==> config.mk <==
export PLATFORM = sky130hd
export DESIGN_NAME = xcvr_tx_channel_flat
export DESIGN_NICKNAME = d
export VERILOG_FILES = /design/src/common/xcvr_clk_pkg.sv /design/src/common/fabric_xcvr_if.sv /design/src/logic/xcvr_tx_channel.sv /design/src/flat_wrapper.sv
export SDC_FILE = /design/constraint.sdc
export NUM_CORES = 1
export LEC_CHECK = 0
export ABC_AREA = 1
export BUFFER_PORTS_ARGS = -buffer_cell sky130_fd_sc_hd__clkbuf_2
export CORE_ASPECT_RATIO = 1.5
export CORE_MARGIN = 4
export CORE_UTILIZATION = 53
export CTS_CLUSTER_SIZE = 12
export DETAILED_ROUTE_END_ITERATION = 6
export GPL_TIMING_DRIVEN = 0
export PLACE_DENSITY = 0.86
export SLEW_MARGIN = 0
export SYNTH_ARGS = -nofsm -noshare
export SYNTH_HDL_FRONTEND = slang
export SYNTH_SLANG_ARGS = --single-unit
==> constraint.sdc <==
create_clock -name ref_clk_i -period 5 [get_ports ref_clk_i]
set_input_delay 0 -clock ref_clk_i [delete_from_list [all_inputs] [get_ports ref_clk_i]]
set_output_delay 0 -clock ref_clk_i [all_outputs]
set_load 0.005 [all_outputs]
==> src/common/xcvr_clk_pkg.sv <==
// What this block does
// - Transmit clock equals line rate over serialization.
// - Receive clock equals line rate over deserialization.
// - Writes go to phase FIFO or 10G FIFO.
// - Own clock per channel; bonded uses index 0.
// - Fabric writes at exactly the read clock rate.
// - Slow write clock underruns, fast one overflows.
// - Bonded clock comes from channel 1 or 4.
// - Shared clock drives inputs and fabric logic alike.
// - Reset or powered-down source channel stops its clock.
// - Shared clock only from forwarded or bonded clock.
// - No gated or fabric-made clocks on inputs.
// - Only identical channels may share one clock.
// - Forwarded clock name follows the configuration mode.
// - Management clock free-running, independent of channel.
// - Reference clock comes from dedicated input pins.
// - Interface clock automatic or user selected.
// - Receiver detect clock runs at fixed 125 MHz.
package xcvr_clk_pkg;

  // ****************************************************
  // Reference clock and line rates
  // ****************************************************
  localparam int REF_CLK_MHZ = 10;
  localparam int REF_PERIOD_NS = 100;
  localparam int TX_RATE_MBPS = 3000;
  localparam int RX_RATE_MBPS = 10000;
  localparam int SER_FACTOR = 20;
  localparam int DESER_FACTOR = 40;
  localparam int TX_PCLK_MHZ = TX_RATE_MBPS / SER_FACTOR;
  localparam int RX_PCLK_MHZ = RX_RATE_MBPS / DESER_FACTOR;
  localparam int FIXED_CLK_MHZ = 125;

  // ****************************************************
  // Divider counts: one reference cycle stands for one bit
  // ****************************************************
  localparam int DIV_W = 6;
  localparam logic [DIV_W-1:0] DIV_ZERO = 6'h00;
  localparam logic [DIV_W-1:0] DIV_STEP = 6'h01;
  localparam logic [DIV_W-1:0] TX_DIV_LAST = DIV_W'(SER_FACTOR - 1);
  localparam logic [DIV_W-1:0] RX_DIV_LAST = DIV_W'(DESER_FACTOR - 1);

  // ****************************************************
  // Channels and datapath
  // ****************************************************
  localparam int NUM_CH = 6;
  localparam int CH_W = 3;
  localparam logic [CH_W-1:0] CENTRAL_CH_A = 3'h1;
  localparam logic [CH_W-1:0] CENTRAL_CH_B = 3'h4;
  localparam logic [CH_W-1:0] LANE_CH = 3'h0;
  localparam int DATA_W = SER_FACTOR;
  localparam int CNT_W = 2;
  localparam logic [CNT_W-1:0] FIFO_EMPTY = 2'h0;
  localparam logic [CNT_W-1:0] FIFO_FULL = 2'h2;
  localparam logic [CNT_W-1:0] CNT_STEP = 2'h1;

  // ****************************************************
  // Modes and forwarded clock port names
  // ****************************************************
  typedef enum logic [2:0] {
    MODE_CUSTOM, MODE_NATIVE_TENGIG, MODE_NATIVE_STD, MODE_NATIVE_PMA,
    MODE_INTERLAKEN, MODE_LOW_LATENCY, MODE_PCIE, MODE_XAUI
  } mode_t;

  typedef enum logic [2:0] {
    NAME_GENERIC, NAME_TENGIG, NAME_STD, NAME_PMA, NAME_PIPE, NAME_XGMII
  } port_name_t;

endpackage

==> src/common/fabric_xcvr_if.sv <==
`timescale 1ns/1ps
// Clock enables and write port between channel and fabric
interface fabric_xcvr_if;
  import xcvr_clk_pkg::*;

  // Forwarded parallel clock enables, one per channel
  logic [NUM_CH-1:0] tx_fwd_en;
  logic [NUM_CH-1:0] rx_fwd_en;
  // Clock the fabric drives into the channel core clock input
  logic transmit_tengig_fabric_clock_input;
  // High when the fabric selects the core clock itself
  logic core_clk_user_sel;
  // Write side of the transmit FIFO
  logic wr_valid;
  logic [DATA_W-1:0] wr_data;
  logic wr_ready;

  modport dev (
    output tx_fwd_en, rx_fwd_en, wr_ready,
    input transmit_tengig_fabric_clock_input, core_clk_user_sel,
    input wr_valid, wr_data
  );

  modport fab (
    input tx_fwd_en, rx_fwd_en, wr_ready,
    output transmit_tengig_fabric_clock_input, core_clk_user_sel,
    output wr_valid, wr_data
  );

endinterface

==> src/logic/xcvr_tx_channel.sv <==
`timescale 1ns/1ps
// Channel end: clock dividers, forwarding and transmit FIFO
module xcvr_tx_channel
  import xcvr_clk_pkg::*;
(
  // Clock and reset
  input wire logic ref_clk_i,
  input wire logic reset_i,
  // Configuration, static while running
  input wire logic bonded_i,
  input wire logic central_sel_i,
  input wire mode_t mode_i,
  // Per channel reset and power down, from outside
  input wire logic [NUM_CH-1:0] ch_reset_i,
  input wire logic [NUM_CH-1:0] ch_pwrdn_i,
  // Sticky flag clear
  input wire logic clr_flags_i,
  // Fabric side
  fabric_xcvr_if.dev link,
  // Serializer side and status
  output logic [DATA_W-1:0] ser_data_o,
  output logic ser_valid_o,
  output logic underrun_o,
  output logic overflow_o,
  output port_name_t port_name_o,
  output logic tengig_path_o
);

  // ****************************************************
  // State
  // ****************************************************
  typedef struct packed {
    logic [NUM_CH-1:0] rst_meta;         // Reset sync, first stage
    logic [NUM_CH-1:0] rst_sync;         // Reset sync, second stage
    logic [NUM_CH-1:0] pdn_meta;         // Power down sync, first
    logic [NUM_CH-1:0] pdn_sync;         // Power down sync, second
    logic [NUM_CH-1:0][DIV_W-1:0] tx_cnt; // Transmit dividers
    logic [NUM_CH-1:0][DIV_W-1:0] rx_cnt; // Receive dividers
    logic [NUM_CH-1:0] tx_en;            // Forwarded transmit enables
    logic [NUM_CH-1:0] rx_en;            // Forwarded receive enables
    logic [1:0][DATA_W-1:0] mem;         // Two FIFO entries
    logic wptr;                          // Write slot
    logic rptr;                          // Read slot
    logic [CNT_W-1:0] count;             // Words held
    logic primed;                        // Read side started
    logic ready;                         // Write side may accept
    logic [DATA_W-1:0] rd_data;          // Word to the serializer
    logic rd_valid;                      // Word strobe
    logic underrun;                      // Sticky underrun flag
    logic overflow;                      // Sticky overflow flag
    port_name_t name;                    // Forwarded port naming
    logic tengig;                        // 10G FIFO selected
  } dev_state_t;

  dev_state_t s_q;
  dev_state_t s_d;

  // Combinational helpers
  logic [NUM_CH-1:0] stopped;
  logic [NUM_CH-1:0] tx_tick;
  logic [NUM_CH-1:0] rx_tick;
  logic [CH_W-1:0] central;
  logic wpulse;
  logic rpulse;
  logic push;
  logic pop;
  logic ovf_evt;
  logic unr_evt;

  // ****************************************************
  // Next state
  // ****************************************************
  // All dividers run from the dedicated reference input
  always_comb begin
    s_d = s_q;
    stopped = '0;
    tx_tick = '0;
    rx_tick = '0;
    central = CENTRAL_CH_A;
    wpulse = 1'b0;
    rpulse = 1'b0;
    push = 1'b0;
    pop = 1'b0;
    ovf_evt = 1'b0;
    unr_evt = 1'b0;

    // Two flops before any logic looks at the pins
    s_d.rst_meta = ch_reset_i;
    s_d.rst_sync = s_q.rst_meta;
    s_d.pdn_meta = ch_pwrdn_i;
    s_d.pdn_sync = s_q.pdn_meta;
    stopped = s_q.rst_sync | s_q.pdn_sync;

    // One divider pair per channel; a stopped channel holds at zero
    for (int i = 0; i < NUM_CH; i++) begin
      if (stopped[i]) begin
        s_d.tx_cnt[i] = DIV_ZERO;
        s_d.rx_cnt[i] = DIV_ZERO;
      end else begin
        // Period of SER_FACTOR bit times
        if (s_q.tx_cnt[i] == TX_DIV_LAST) begin
          s_d.tx_cnt[i] = DIV_ZERO;
          tx_tick[i] = 1'b1;
        end else begin
          s_d.tx_cnt[i] = s_q.tx_cnt[i] + DIV_STEP;
        end
        // Period of DESER_FACTOR bit times
        if (s_q.rx_cnt[i] == RX_DIV_LAST) begin
          s_d.rx_cnt[i] = DIV_ZERO;
          rx_tick[i] = 1'b1;
        end else begin
          s_d.rx_cnt[i] = s_q.rx_cnt[i] + DIV_STEP;
        end
      end
    end

    // Central divider sits in channel 1 or channel 4
    central = central_sel_i ? CENTRAL_CH_B : CENTRAL_CH_A;

    // Bonded: only index 0 carries a clock, fed by the central divider
    if (bonded_i) begin
      s_d.tx_en = '0;
      s_d.tx_en[LANE_CH] = tx_tick[central];
    end else begin
      s_d.tx_en = tx_tick;
    end

    // PCIe shares one pipe clock for both directions
    if (mode_i == MODE_PCIE) begin
      s_d.rx_en = s_d.tx_en;
    end else begin
      s_d.rx_en = rx_tick;
    end

    // Write clock: user-selected input or the automatic pick
    if (link.core_clk_user_sel) begin
      wpulse = link.transmit_tengig_fabric_clock_input;
    end else begin
      wpulse = s_q.tx_en[LANE_CH];
    end
    // Read clock is the channel's own parallel clock
    rpulse = s_q.tx_en[LANE_CH];

    // Write side; a word offered while full is dropped
    push = wpulse && link.wr_valid && s_q.ready;
    ovf_evt = wpulse && link.wr_valid && !s_q.ready;

    // Read side waits for the first word, then must find one
    pop = rpulse && s_q.primed && (s_q.count != FIFO_EMPTY);
    unr_evt = rpulse && s_q.primed && (s_q.count == FIFO_EMPTY);

    // Storage, written at the write slot
    if (push) begin
      s_d.mem[s_q.wptr] = link.wr_data;
      s_d.wptr = ~s_q.wptr;
    end
    if (pop) begin
      s_d.rd_data = s_q.mem[s_q.rptr];
      s_d.rptr = ~s_q.rptr;
    end
    s_d.rd_valid = pop;

    // Occupancy
    case ({push, pop})
      2'b10: s_d.count = s_q.count + CNT_STEP;
      2'b01: s_d.count = s_q.count - CNT_STEP;
      default: s_d.count = s_q.count;
    endcase
    s_d.ready = (s_d.count != FIFO_FULL);

    // Start reading once a word is in; restart after lane stop
    if (stopped[LANE_CH]) begin
      s_d.primed = 1'b0;
    end else if (s_q.count != FIFO_EMPTY) begin
      s_d.primed = 1'b1;
    end

    // Sticky flags: a new event beats a clear in the same cycle
    s_d.underrun = unr_evt || (s_q.underrun && !clr_flags_i);
    s_d.overflow = ovf_evt || (s_q.overflow && !clr_flags_i);

    // Which FIFO the fabric writes into
    s_d.tengig = (mode_i == MODE_NATIVE_TENGIG);

    // Port naming by configuration
    case (mode_i)
      MODE_NATIVE_TENGIG: s_d.name = NAME_TENGIG;
      MODE_NATIVE_STD: s_d.name = NAME_STD;
      MODE_NATIVE_PMA: s_d.name = NAME_PMA;
      MODE_PCIE: s_d.name = NAME_PIPE;
      MODE_XAUI: s_d.name = NAME_XGMII;
      default: s_d.name = NAME_GENERIC;
    endcase
  end

  // ****************************************************
  // Registers
  // ****************************************************
  // Everything resets to zero: an empty channel whose dividers run at once
  always_ff @(posedge ref_clk_i or posedge reset_i) begin
    if (reset_i) begin
      s_q <= '0;
    end else begin
      s_q <= s_d;
    end
  end

  // ****************************************************
  // Outputs, all straight from flops
  // ****************************************************
  assign link.tx_fwd_en = s_q.tx_en;
  assign link.rx_fwd_en = s_q.rx_en;
  assign link.wr_ready = s_q.ready;
  assign ser_data_o = s_q.rd_data;
  assign ser_valid_o = s_q.rd_valid;
  assign underrun_o = s_q.underrun;
  assign overflow_o = s_q.overflow;
  assign port_name_o = s_q.name;
  assign tengig_path_o = s_q.tengig;

endmodule

==> src/flat_wrapper.sv <==
// flat-port wrapper written by rule: the top's interface ports become plain ports
module xcvr_tx_channel_flat import xcvr_clk_pkg::*;
  (ref_clk_i, reset_i, bonded_i, central_sel_i, mode_i, ch_reset_i, ch_pwrdn_i, clr_flags_i, ser_data_o, ser_valid_o, underrun_o, overflow_o, port_name_o, tengig_path_o, link_tx_fwd_en, link_rx_fwd_en, link_wr_ready, link_transmit_tengig_fabric_clock_input, link_core_clk_user_sel, link_wr_valid, link_wr_data);
  fabric_xcvr_if link_i ();
  input wire logic ref_clk_i;
  input wire logic reset_i;
  input wire logic bonded_i;
  input wire logic central_sel_i;
  input wire mode_t mode_i;
  input wire logic [NUM_CH-1:0] ch_reset_i;
  input wire logic [NUM_CH-1:0] ch_pwrdn_i;
  input wire logic clr_flags_i;
  output logic [DATA_W-1:0] ser_data_o;
  output logic ser_valid_o;
  output logic underrun_o;
  output logic overflow_o;
  output port_name_t port_name_o;
  output logic tengig_path_o;
  output wire logic [$bits(link_i.tx_fwd_en)-1:0] link_tx_fwd_en;
  output wire logic [$bits(link_i.rx_fwd_en)-1:0] link_rx_fwd_en;
  output wire logic [$bits(link_i.wr_ready)-1:0] link_wr_ready;
  input wire logic [$bits(link_i.transmit_tengig_fabric_clock_input)-1:0] link_transmit_tengig_fabric_clock_input;
  input wire logic [$bits(link_i.core_clk_user_sel)-1:0] link_core_clk_user_sel;
  input wire logic [$bits(link_i.wr_valid)-1:0] link_wr_valid;
  input wire logic [$bits(link_i.wr_data)-1:0] link_wr_data;
  assign link_tx_fwd_en = link_i.tx_fwd_en;
  assign link_rx_fwd_en = link_i.rx_fwd_en;
  assign link_wr_ready = link_i.wr_ready;
  assign link_i.transmit_tengig_fabric_clock_input = link_transmit_tengig_fabric_clock_input;
  assign link_i.core_clk_user_sel = link_core_clk_user_sel;
  assign link_i.wr_valid = link_wr_valid;
  assign link_i.wr_data = link_wr_data;
  xcvr_tx_channel u_core (.ref_clk_i(ref_clk_i), .reset_i(reset_i), .bonded_i(bonded_i), .central_sel_i(central_sel_i), .mode_i(mode_i), .ch_reset_i(ch_reset_i), .ch_pwrdn_i(ch_pwrdn_i), .clr_flags_i(clr_flags_i), .link(link_i), .ser_data_o(ser_data_o), .ser_valid_o(ser_valid_o), .underrun_o(underrun_o), .overflow_o(overflow_o), .port_name_o(port_name_o), .tengig_path_o(tengig_path_o));
endmodule
==> results of run 1 <==
## worst register-to-register path, cell delays in order, from the launching register on
cell      delay (ns)
dfrtp_1         0.42
nand2_1         0.09
nor2_1          0.33
clkbuf_1        0.50
ha_1            0.36
a21oi_1         0.11
o21ai_0         0.13
xnor2_1         0.25
nand3_1         0.13
## layout make-up
cell class | instances | area, sq um | share of cell area [%]
timing repair buffer | 126 | 868 | 9.40
clock inverter | 12 | 145 | 1.57
clock buffer | 20 | 447 | 4.84
tap | 192 | 240 | 2.60
multi-input combinational | 439 | 2260 | 24.4
sequential | 181 | 4530 | 49.0
inverter | 99 | 379 | 4.10
buffer | 53 | 370 | 4.01
## cell families (layout without fill, tap and decap cells)
| logic type | Yosys count | in the layout | synth area share [%] |
|---|---|---|---|
| AOI/OAI and AO/OA | 118 | 118 | 9.17 |
| xor gates and xnor gates | 23 | 23 | 2.68 |
| adders and majority gates | 13 | 13 | 2.16 |
| buffers and inverters | 152 | 310 | 9.86 |
| DFF | 181 | 181 | 60.2 |
| and+or+nand+nor | 285 | 285 | 16.0 |
## worst paths after layout
path	slack, ns	cells after the start	to
max	2.56	8	u_core.link.wr_ready$_DFF_PP0_
min	0.05	5	u_core.link.tx_fwd_en[0]$_DFF_PP0_
max reg2reg	2.56	8	u_core.link.wr_ready$_DFF_PP0_
min reg2reg	0.35	0	u_core.s_q[159]$_DFF_PP0_
max in group asynchronous	3.92	4	u_core.s_q[126]$_DFF_PP0_
min in group asynchronous	0.13	3	u_core.s_q[65]$_DFFE_PP0P_
## per-layer routing
layer	wire length, um	track usage [%]	share of wire [%]
met1	5800	22.3	40
met2	7770	34.4	54
met3	438	3.07	3.0
met4	354	8.32	2.5
met5	0	0	0
## sequential cells by signal, summed over array words and instances (netlist names)
signal	count
u_core.overflow_o	1
u_core.underrun_o	1
u_core.link.rx_fwd_en	6
u_core.link.wr_ready	1
u_core.ser_data_o	20
u_core.s_q	129
u_core.s_d	12
u_core.port_name_o	3
u_core.tengig_path_o	1
u_core.ser_valid_o	1
u_core.link.tx_fwd_en	6
## Yosys cell counts, drive strengths merged
library cell,instances,share of area [%]
nor4,1,0.083
o21ai,79,6.2
buf,42,4.4
nor3,10,0.66
xnor2,7,0.81
nand3b,1,0.10
and3,2,0.17
ha,13,2.2
nor3b,12,1.2
inv,99,4.9
clkbuf,11,0.55
xor2,16,1.9
nand2,121,6.1
dfrtp,181,60
o31ai,5,0.50
nand3,29,1.9
o22ai,1,0.083
a31oi,6,0.50
nand4,6,0.50
a21oi,27,1.8
or2,4,0.33
nor2,99,4.9
## layout by cell type (no fill, tap or decap), types with 2 or more instances in the layout
cell and instances:
inv_8 3, buf_4 35, buf_2 2, nand3_1 29, xnor2_1 7, and3_1 2, nor3_1 10, nor2_1 99
a21oi_1 26, o31ai_1 5, clkbuf_1 13, a31oi_1 6, xor2_1 16, clkbuf_2 82, ha_1 13, clkbuf_16 17
nor3b_1 12, clkinv_4 3, inv_1 98, clkinvlp_4 3, bufinv_16 2, nand4_1 6, buf_6 5, nand2_1 120
o21ai_2 20, or2_2 3, dlygate4sd3_1 43, dfrtp_1 181, o21ai_0 58
## per-stage QoR
step	setup WS [ns]	TNS (ns)	hold slack, ns	util (%)	cell area (sq um)
finish	2.56	0	0.0507	66.0	9240
global route	2.40	0	0.102	66.0	9240
CTS	2.68	0	0.0604	66.0	9240
detailed placement	2.72	0	0.0411	58.7	8210
global placement	-1.69	-304.50	0.108	58.5	8180
floorplan	0.0847	0	0.0314	-	7530
## power groups by stage
stage	Combinational (uW)	Clock, uW	Sequential [uW]
detailed placement	859	0	1920
CTS	892	1360	1890
global placement	831	0	1910
floorplan	620	0	1880
finish	887	1330	1890
global route	1000	1420	1930
## timing repair
action / 4_1_cts / 5_1_grt
resized for setup: 0 / 0
hold buffers: 43 / 0
endpoints found under the hold margin: 118 / 0
setup buffers: 0 / 0
==> impl_metrics.json, run 1 <==
{
  "outcome": "finished, final reports clean",
  "final_cells": 1122,
  "fmax_ghz": 0.410,
  "slowest_delay_ns": 0.50,
  "clkTransAtPathRegs_ns": 0.07,
  "initial_utilization_pct": 53.8,
  "cts_tree": "yes",
  "dp_hpwl_um": 9300,
  "maxSlewHeadroom_pct": 57.6,
  "crit_fanout": 11,
  "post-route-drc-count": 0,
  "synth_warnings": 0,
  "cp.arrival_ns": 2.72,
  "wl_um": 14400,
  "syn2layout_area_growth_pct": 22.7,
  "ir_drop_mv": 0.275,
  "fin_crit_ns": 2.44,
  "yosys.cell_types.count": 29,
  "die_y_um": 154,
  "io_pins": 83,
  "power.share.clock_pct": 32.4,
  "syn_avg_cell_area_sq_um": 9.75,
  "p_switching_uw": 1180,
  "clock-root-buffer": "clkbuf_16",
  "finalHoldViolCount": 0,
  "htree_levels": 4,
  "crit_family": "simple AND/OR/NAND/NOR gates",
  "ant_nets": 0,
  "setup_viol": 0,
  "syn_area_sq_um": 7530,
  "holdCritPathClass": "in2reg",
  "insertion_delay_ns": 0.42,
  "ys_ff_latch": 181,
  "fill_cells": 1081,
  "syn_inst": 772,
  "comb_power_share_pct": 21.6,
  "cts_made_buffers": 17,
  "grt_pass1_vias": 5680,
  "worst_pin_slew_ns": 0.636,
  "power.internal_uw": 2930,
  "vias": 5440,
  "antennaDiodeCount": 0,
  "seqPwrFrac_pct": 46.0,
  "rows": 53,
  "p_per_area_nw_per_um2": 445,
  "synth_seq_area_share_pct": 60.2,
  "cts_sinks": 181,
  "worstSetupEndpointType": "register",
  "drv_slew": 0,
  "dieArea_sq_um": 16200,
  "drt_iter0_drc": 191,
  "io_buffers": 82,
  "antenna_found_initial": 0,
  "grt_first_pass_wirelength_um": 25300,
  "drt-vias-per-instance": 4.85,
  "grt_max_degree": 129,
  "worstHoldStart": "central_sel_i",
  "synthesis.nets": 828,
  "track_usage_pct": 19.1,
  "core-area_sq_um": 14000,
  "rsz0062_at_grt": "false",
  "clockBufferDepth": 2,
  "crit_slowest_cell": "clkbuf_1",
  "p_total_uw": 4110,
  "startpoint": "u_core.link.tx_fwd_en[0]$_DFF_PP0_",
  "fin_nets": 973,
  "wl_per_cell_um": 12.8,
  "gp_congestion": 0.815,
  "leakage_uw": 0.00468,
  "dieWidth_um": 105,
  "r2r-start": "u_core.link.tx_fwd_en[0]$_DFF_PP0_",
  "grt-ovfl-total": 0,
  "drive_gt1_share_pct": 19.5,
  "path_buf_inv": 1,
  "start_kind": "register",
  "drv_cap": 0,
  "skew_ns": 0.0136,
  "timing.final.crit_share_pct": 48.7,
  "critPathKind": "reg2reg",
  "swShare_pct": 28.8,
  "dp.cells": 1047,
  "crit_path_cell_trace": "nand2_1 -> nor2_1 -> clkbuf_1 -> ha_1 -> a21oi_1 -> o21ai_0 -> xnor2_1 -> nand3_1",
  "dr.pass1.iters": 5,
  "cp.required_ns": 5.28
}
Note: power is estimated with default switching activity, not from simulation.
==> inputs of run 2 (changes only) <==
==> constraint.sdc (replaced) <==
create_clock -name ref_clk_i -period 2 [get_ports ref_clk_i]
set_input_delay 0 -clock ref_clk_i [delete_from_list [all_inputs] [get_ports ref_clk_i]]
set_output_delay 0 -clock ref_clk_i [all_outputs]
set_load 0.005 [all_outputs]
==> impl_metrics.json, run 2 (synthesized netlist as in run 1, its figures left out) <==
{
  "clkTransAtPathRegs_ns": 0.07,
  "antennaDiodeCount": 0,
  "crit_path_cell_trace": "nand2_1 -> nor2_4 -> buf_6 -> ha_1 -> a21oi_1 -> o21ai_0 -> xnor2_1 -> nand3_1",
  "grt-ovfl-total": 0,
  "worstSetupEndpointType": "register",
  "drt_iter0_drc": 160,
  "maxSlewHeadroom_pct": 49.6,
  "crit_fanout": 11,
  "track_usage_pct": 18.9,
  "seqCellArea_sq_um": 4530,
  "start_kind": "register",
  "dp_slack_ns": -0.369,
  "cp.arrival_ns": 2.20,
  "drv_slew": 0,
  "cts_tree": "yes",
  "largest_reg_flops": 129,
  "initial_utilization_pct": 53.8,
  "cts_made_buffers": 17,
  "wl_per_cell_um": 12.6,
  "drive_gt1_share_pct": 20.7,
  "syn2layout_area_growth_pct": 24.0,
  "layout_commonest_cell": "dfrtp_1",
  "final_cell_mix": "dfrtp_1 (180), nand2_1 (120), inv_1 (98)",
  "slowest_delay_ns": 0.43,
  "fin_ws_ns": 0.0821,
  "core-area_sq_um": 14000,
  "grt_max_degree": 45,
  "p_per_area_nw_per_um2": 1100,
  "crit_slowest_cell": "dfrtp_2",
  "worstHoldStart": "link_wr_valid",
  "dieArea_sq_um": 16200,
  "dieWidth_um": 105,
  "grt_pass1_vias": 5735,
  "rows": 53,
  "vias": 5436,
  "reg2reg_setup_slack_ns": 0.08,
  "dp.cells": 1050,
  "ir_drop_mv": 0.758,
  "gp_congestion": 0.814,
  "fill_cells": 1037,
  "largest-register": "u_core.s_q",
  "dp_hpwl_um": 9760,
  "drt-vias-per-instance": 4.81,
  "timing.final.crit_share_pct": 95.9,
  "final_cells": 1129,
  "ant_nets": 0,
  "wl_um": 14200,
  "insertion_delay_ns": 0.42,
  "cp.required_ns": 2.28,
  "drv_cap": 0,
  "critPathKind": "reg2reg",
  "die_y_um": 154,
  "worst_pin_slew_ns": 0.754,
  "outcome": "finished, final reports clean",
  "fin_nets": 980,
  "startpoint": "u_core.link.tx_fwd_en[0]$_DFF_PP0_",
  "holdCritPathClass": "in2reg",
  "leakage_uw": 0.00472,
  "clock-root-buffer": "clkbuf_16",
  "setup_viol": 0,
  "multiInputGateArea_sq_um": 2270,
  "io_pins": 83,
  "grt_first_pass_wirelength_um": 25200,
  "antenna_found_initial": 0,
  "dr.pass1.iters": 4,
  "fmax_ghz": 0.521,
  "skew_ns": 0.0133,
  "clockBufferDepth": 2,
  "fin_crit_ns": 1.92,
  "post-route-drc-count": 0,
  "r2r-start": "u_core.link.tx_fwd_en[0]$_DFF_PP0_",
  "finalHoldViolCount": 0,
  "cts_sinks": 181,
  "io_buffers": 82,
  "htree_levels": 4,
  "p_total_uw": 10300
}
==> run 2: cell types whose count changed in the layout (fill, tap and decap cells not counted), sizes merged <==
cell and change:
buf +8, bufinv -1, clkbuf -2, clkinv -2, clkinvlp +1, inv +3
==> run 2: final timing paths <==
check	endpoint	cells past startpoint
max	u_core.link.wr_ready$_DFF_PP0_	8
min	u_core.s_q[32]$_DFFE_PP0P_	6
max reg2reg	u_core.link.wr_ready$_DFF_PP0_	8
min reg2reg	u_core.s_q[172]$_DFF_PP0_	0
max in group asynchronous	u_core.link.tx_fwd_en[0]$_DFF_PP0_	5
min in group asynchronous	u_core.s_q[43]$_DFFE_PP0P_	3
==> run 2: worst max-delay path, delay by kind of cell (launching register included) <==
| family | cells | cell delay, ns |
|---|---|---|
| fa+ha+maj | 1 | 0.26 |
| buf+inv | 1 | 0.18 |
| flops | 1 | 0.43 |
| compound gates | 2 | 0.22 |
| xor+xnor | 1 | 0.25 |
| simple gates | 3 | 0.45 |
==> run 2: metrics by stage <==
step | instance area [sq um] | utilization, % | setup TNS, ns | hold WS [ns]
finish | 9330 | 66.7 | 0 | 0.0203
global route | 9330 | 66.7 | -0.0360 | 0.0487
CTS | 9300 | 66.4 | 0 | 0.00805
detailed placement | 8260 | 59.1 | -0.709 | 0.110
global placement | 8180 | 58.5 | -231.61 | 0.108
floorplan | 7530 | - | -58.39 | 0.0314
==> run 2: layout make-up <==
cell class,count,share of cell area [%]
Inverter,99,4.02
Clock buffer,19,4.85
Timing Repair Buffer,133,10.2
Tap cell,192,2.57
Clock inverter,13,1.49
Multi-Input combinational cell,439,24.3
Buffer,53,4.05
Sequential cell,181,48.5
==> run 2: layer usage <==
metal	wire (um)	global-route usage, %	share of wire [%]
met1	5680	21.3	40
met3	444	3.78	3.1
met5	0	0	0
met4	341	7.32	2.4
met2	7700	34.8	54
==> run 2: timing repair <==
item | 4_1_cts | 5_1_grt
hold buffers | 43 | 0
setup endpoints to repair | 3 | 2
gates resized for setup | 4 | 4
pin swaps | 0 | 2
hold endpoints to repair | 97 | 0
buffers inserted | 0 | 4
==> run 2: power by group <==
part,switching [uW],internal [uW]
Sequential,386,4360
Clock,1470,1830
Combinational,1170,1090
Total,3030,7280
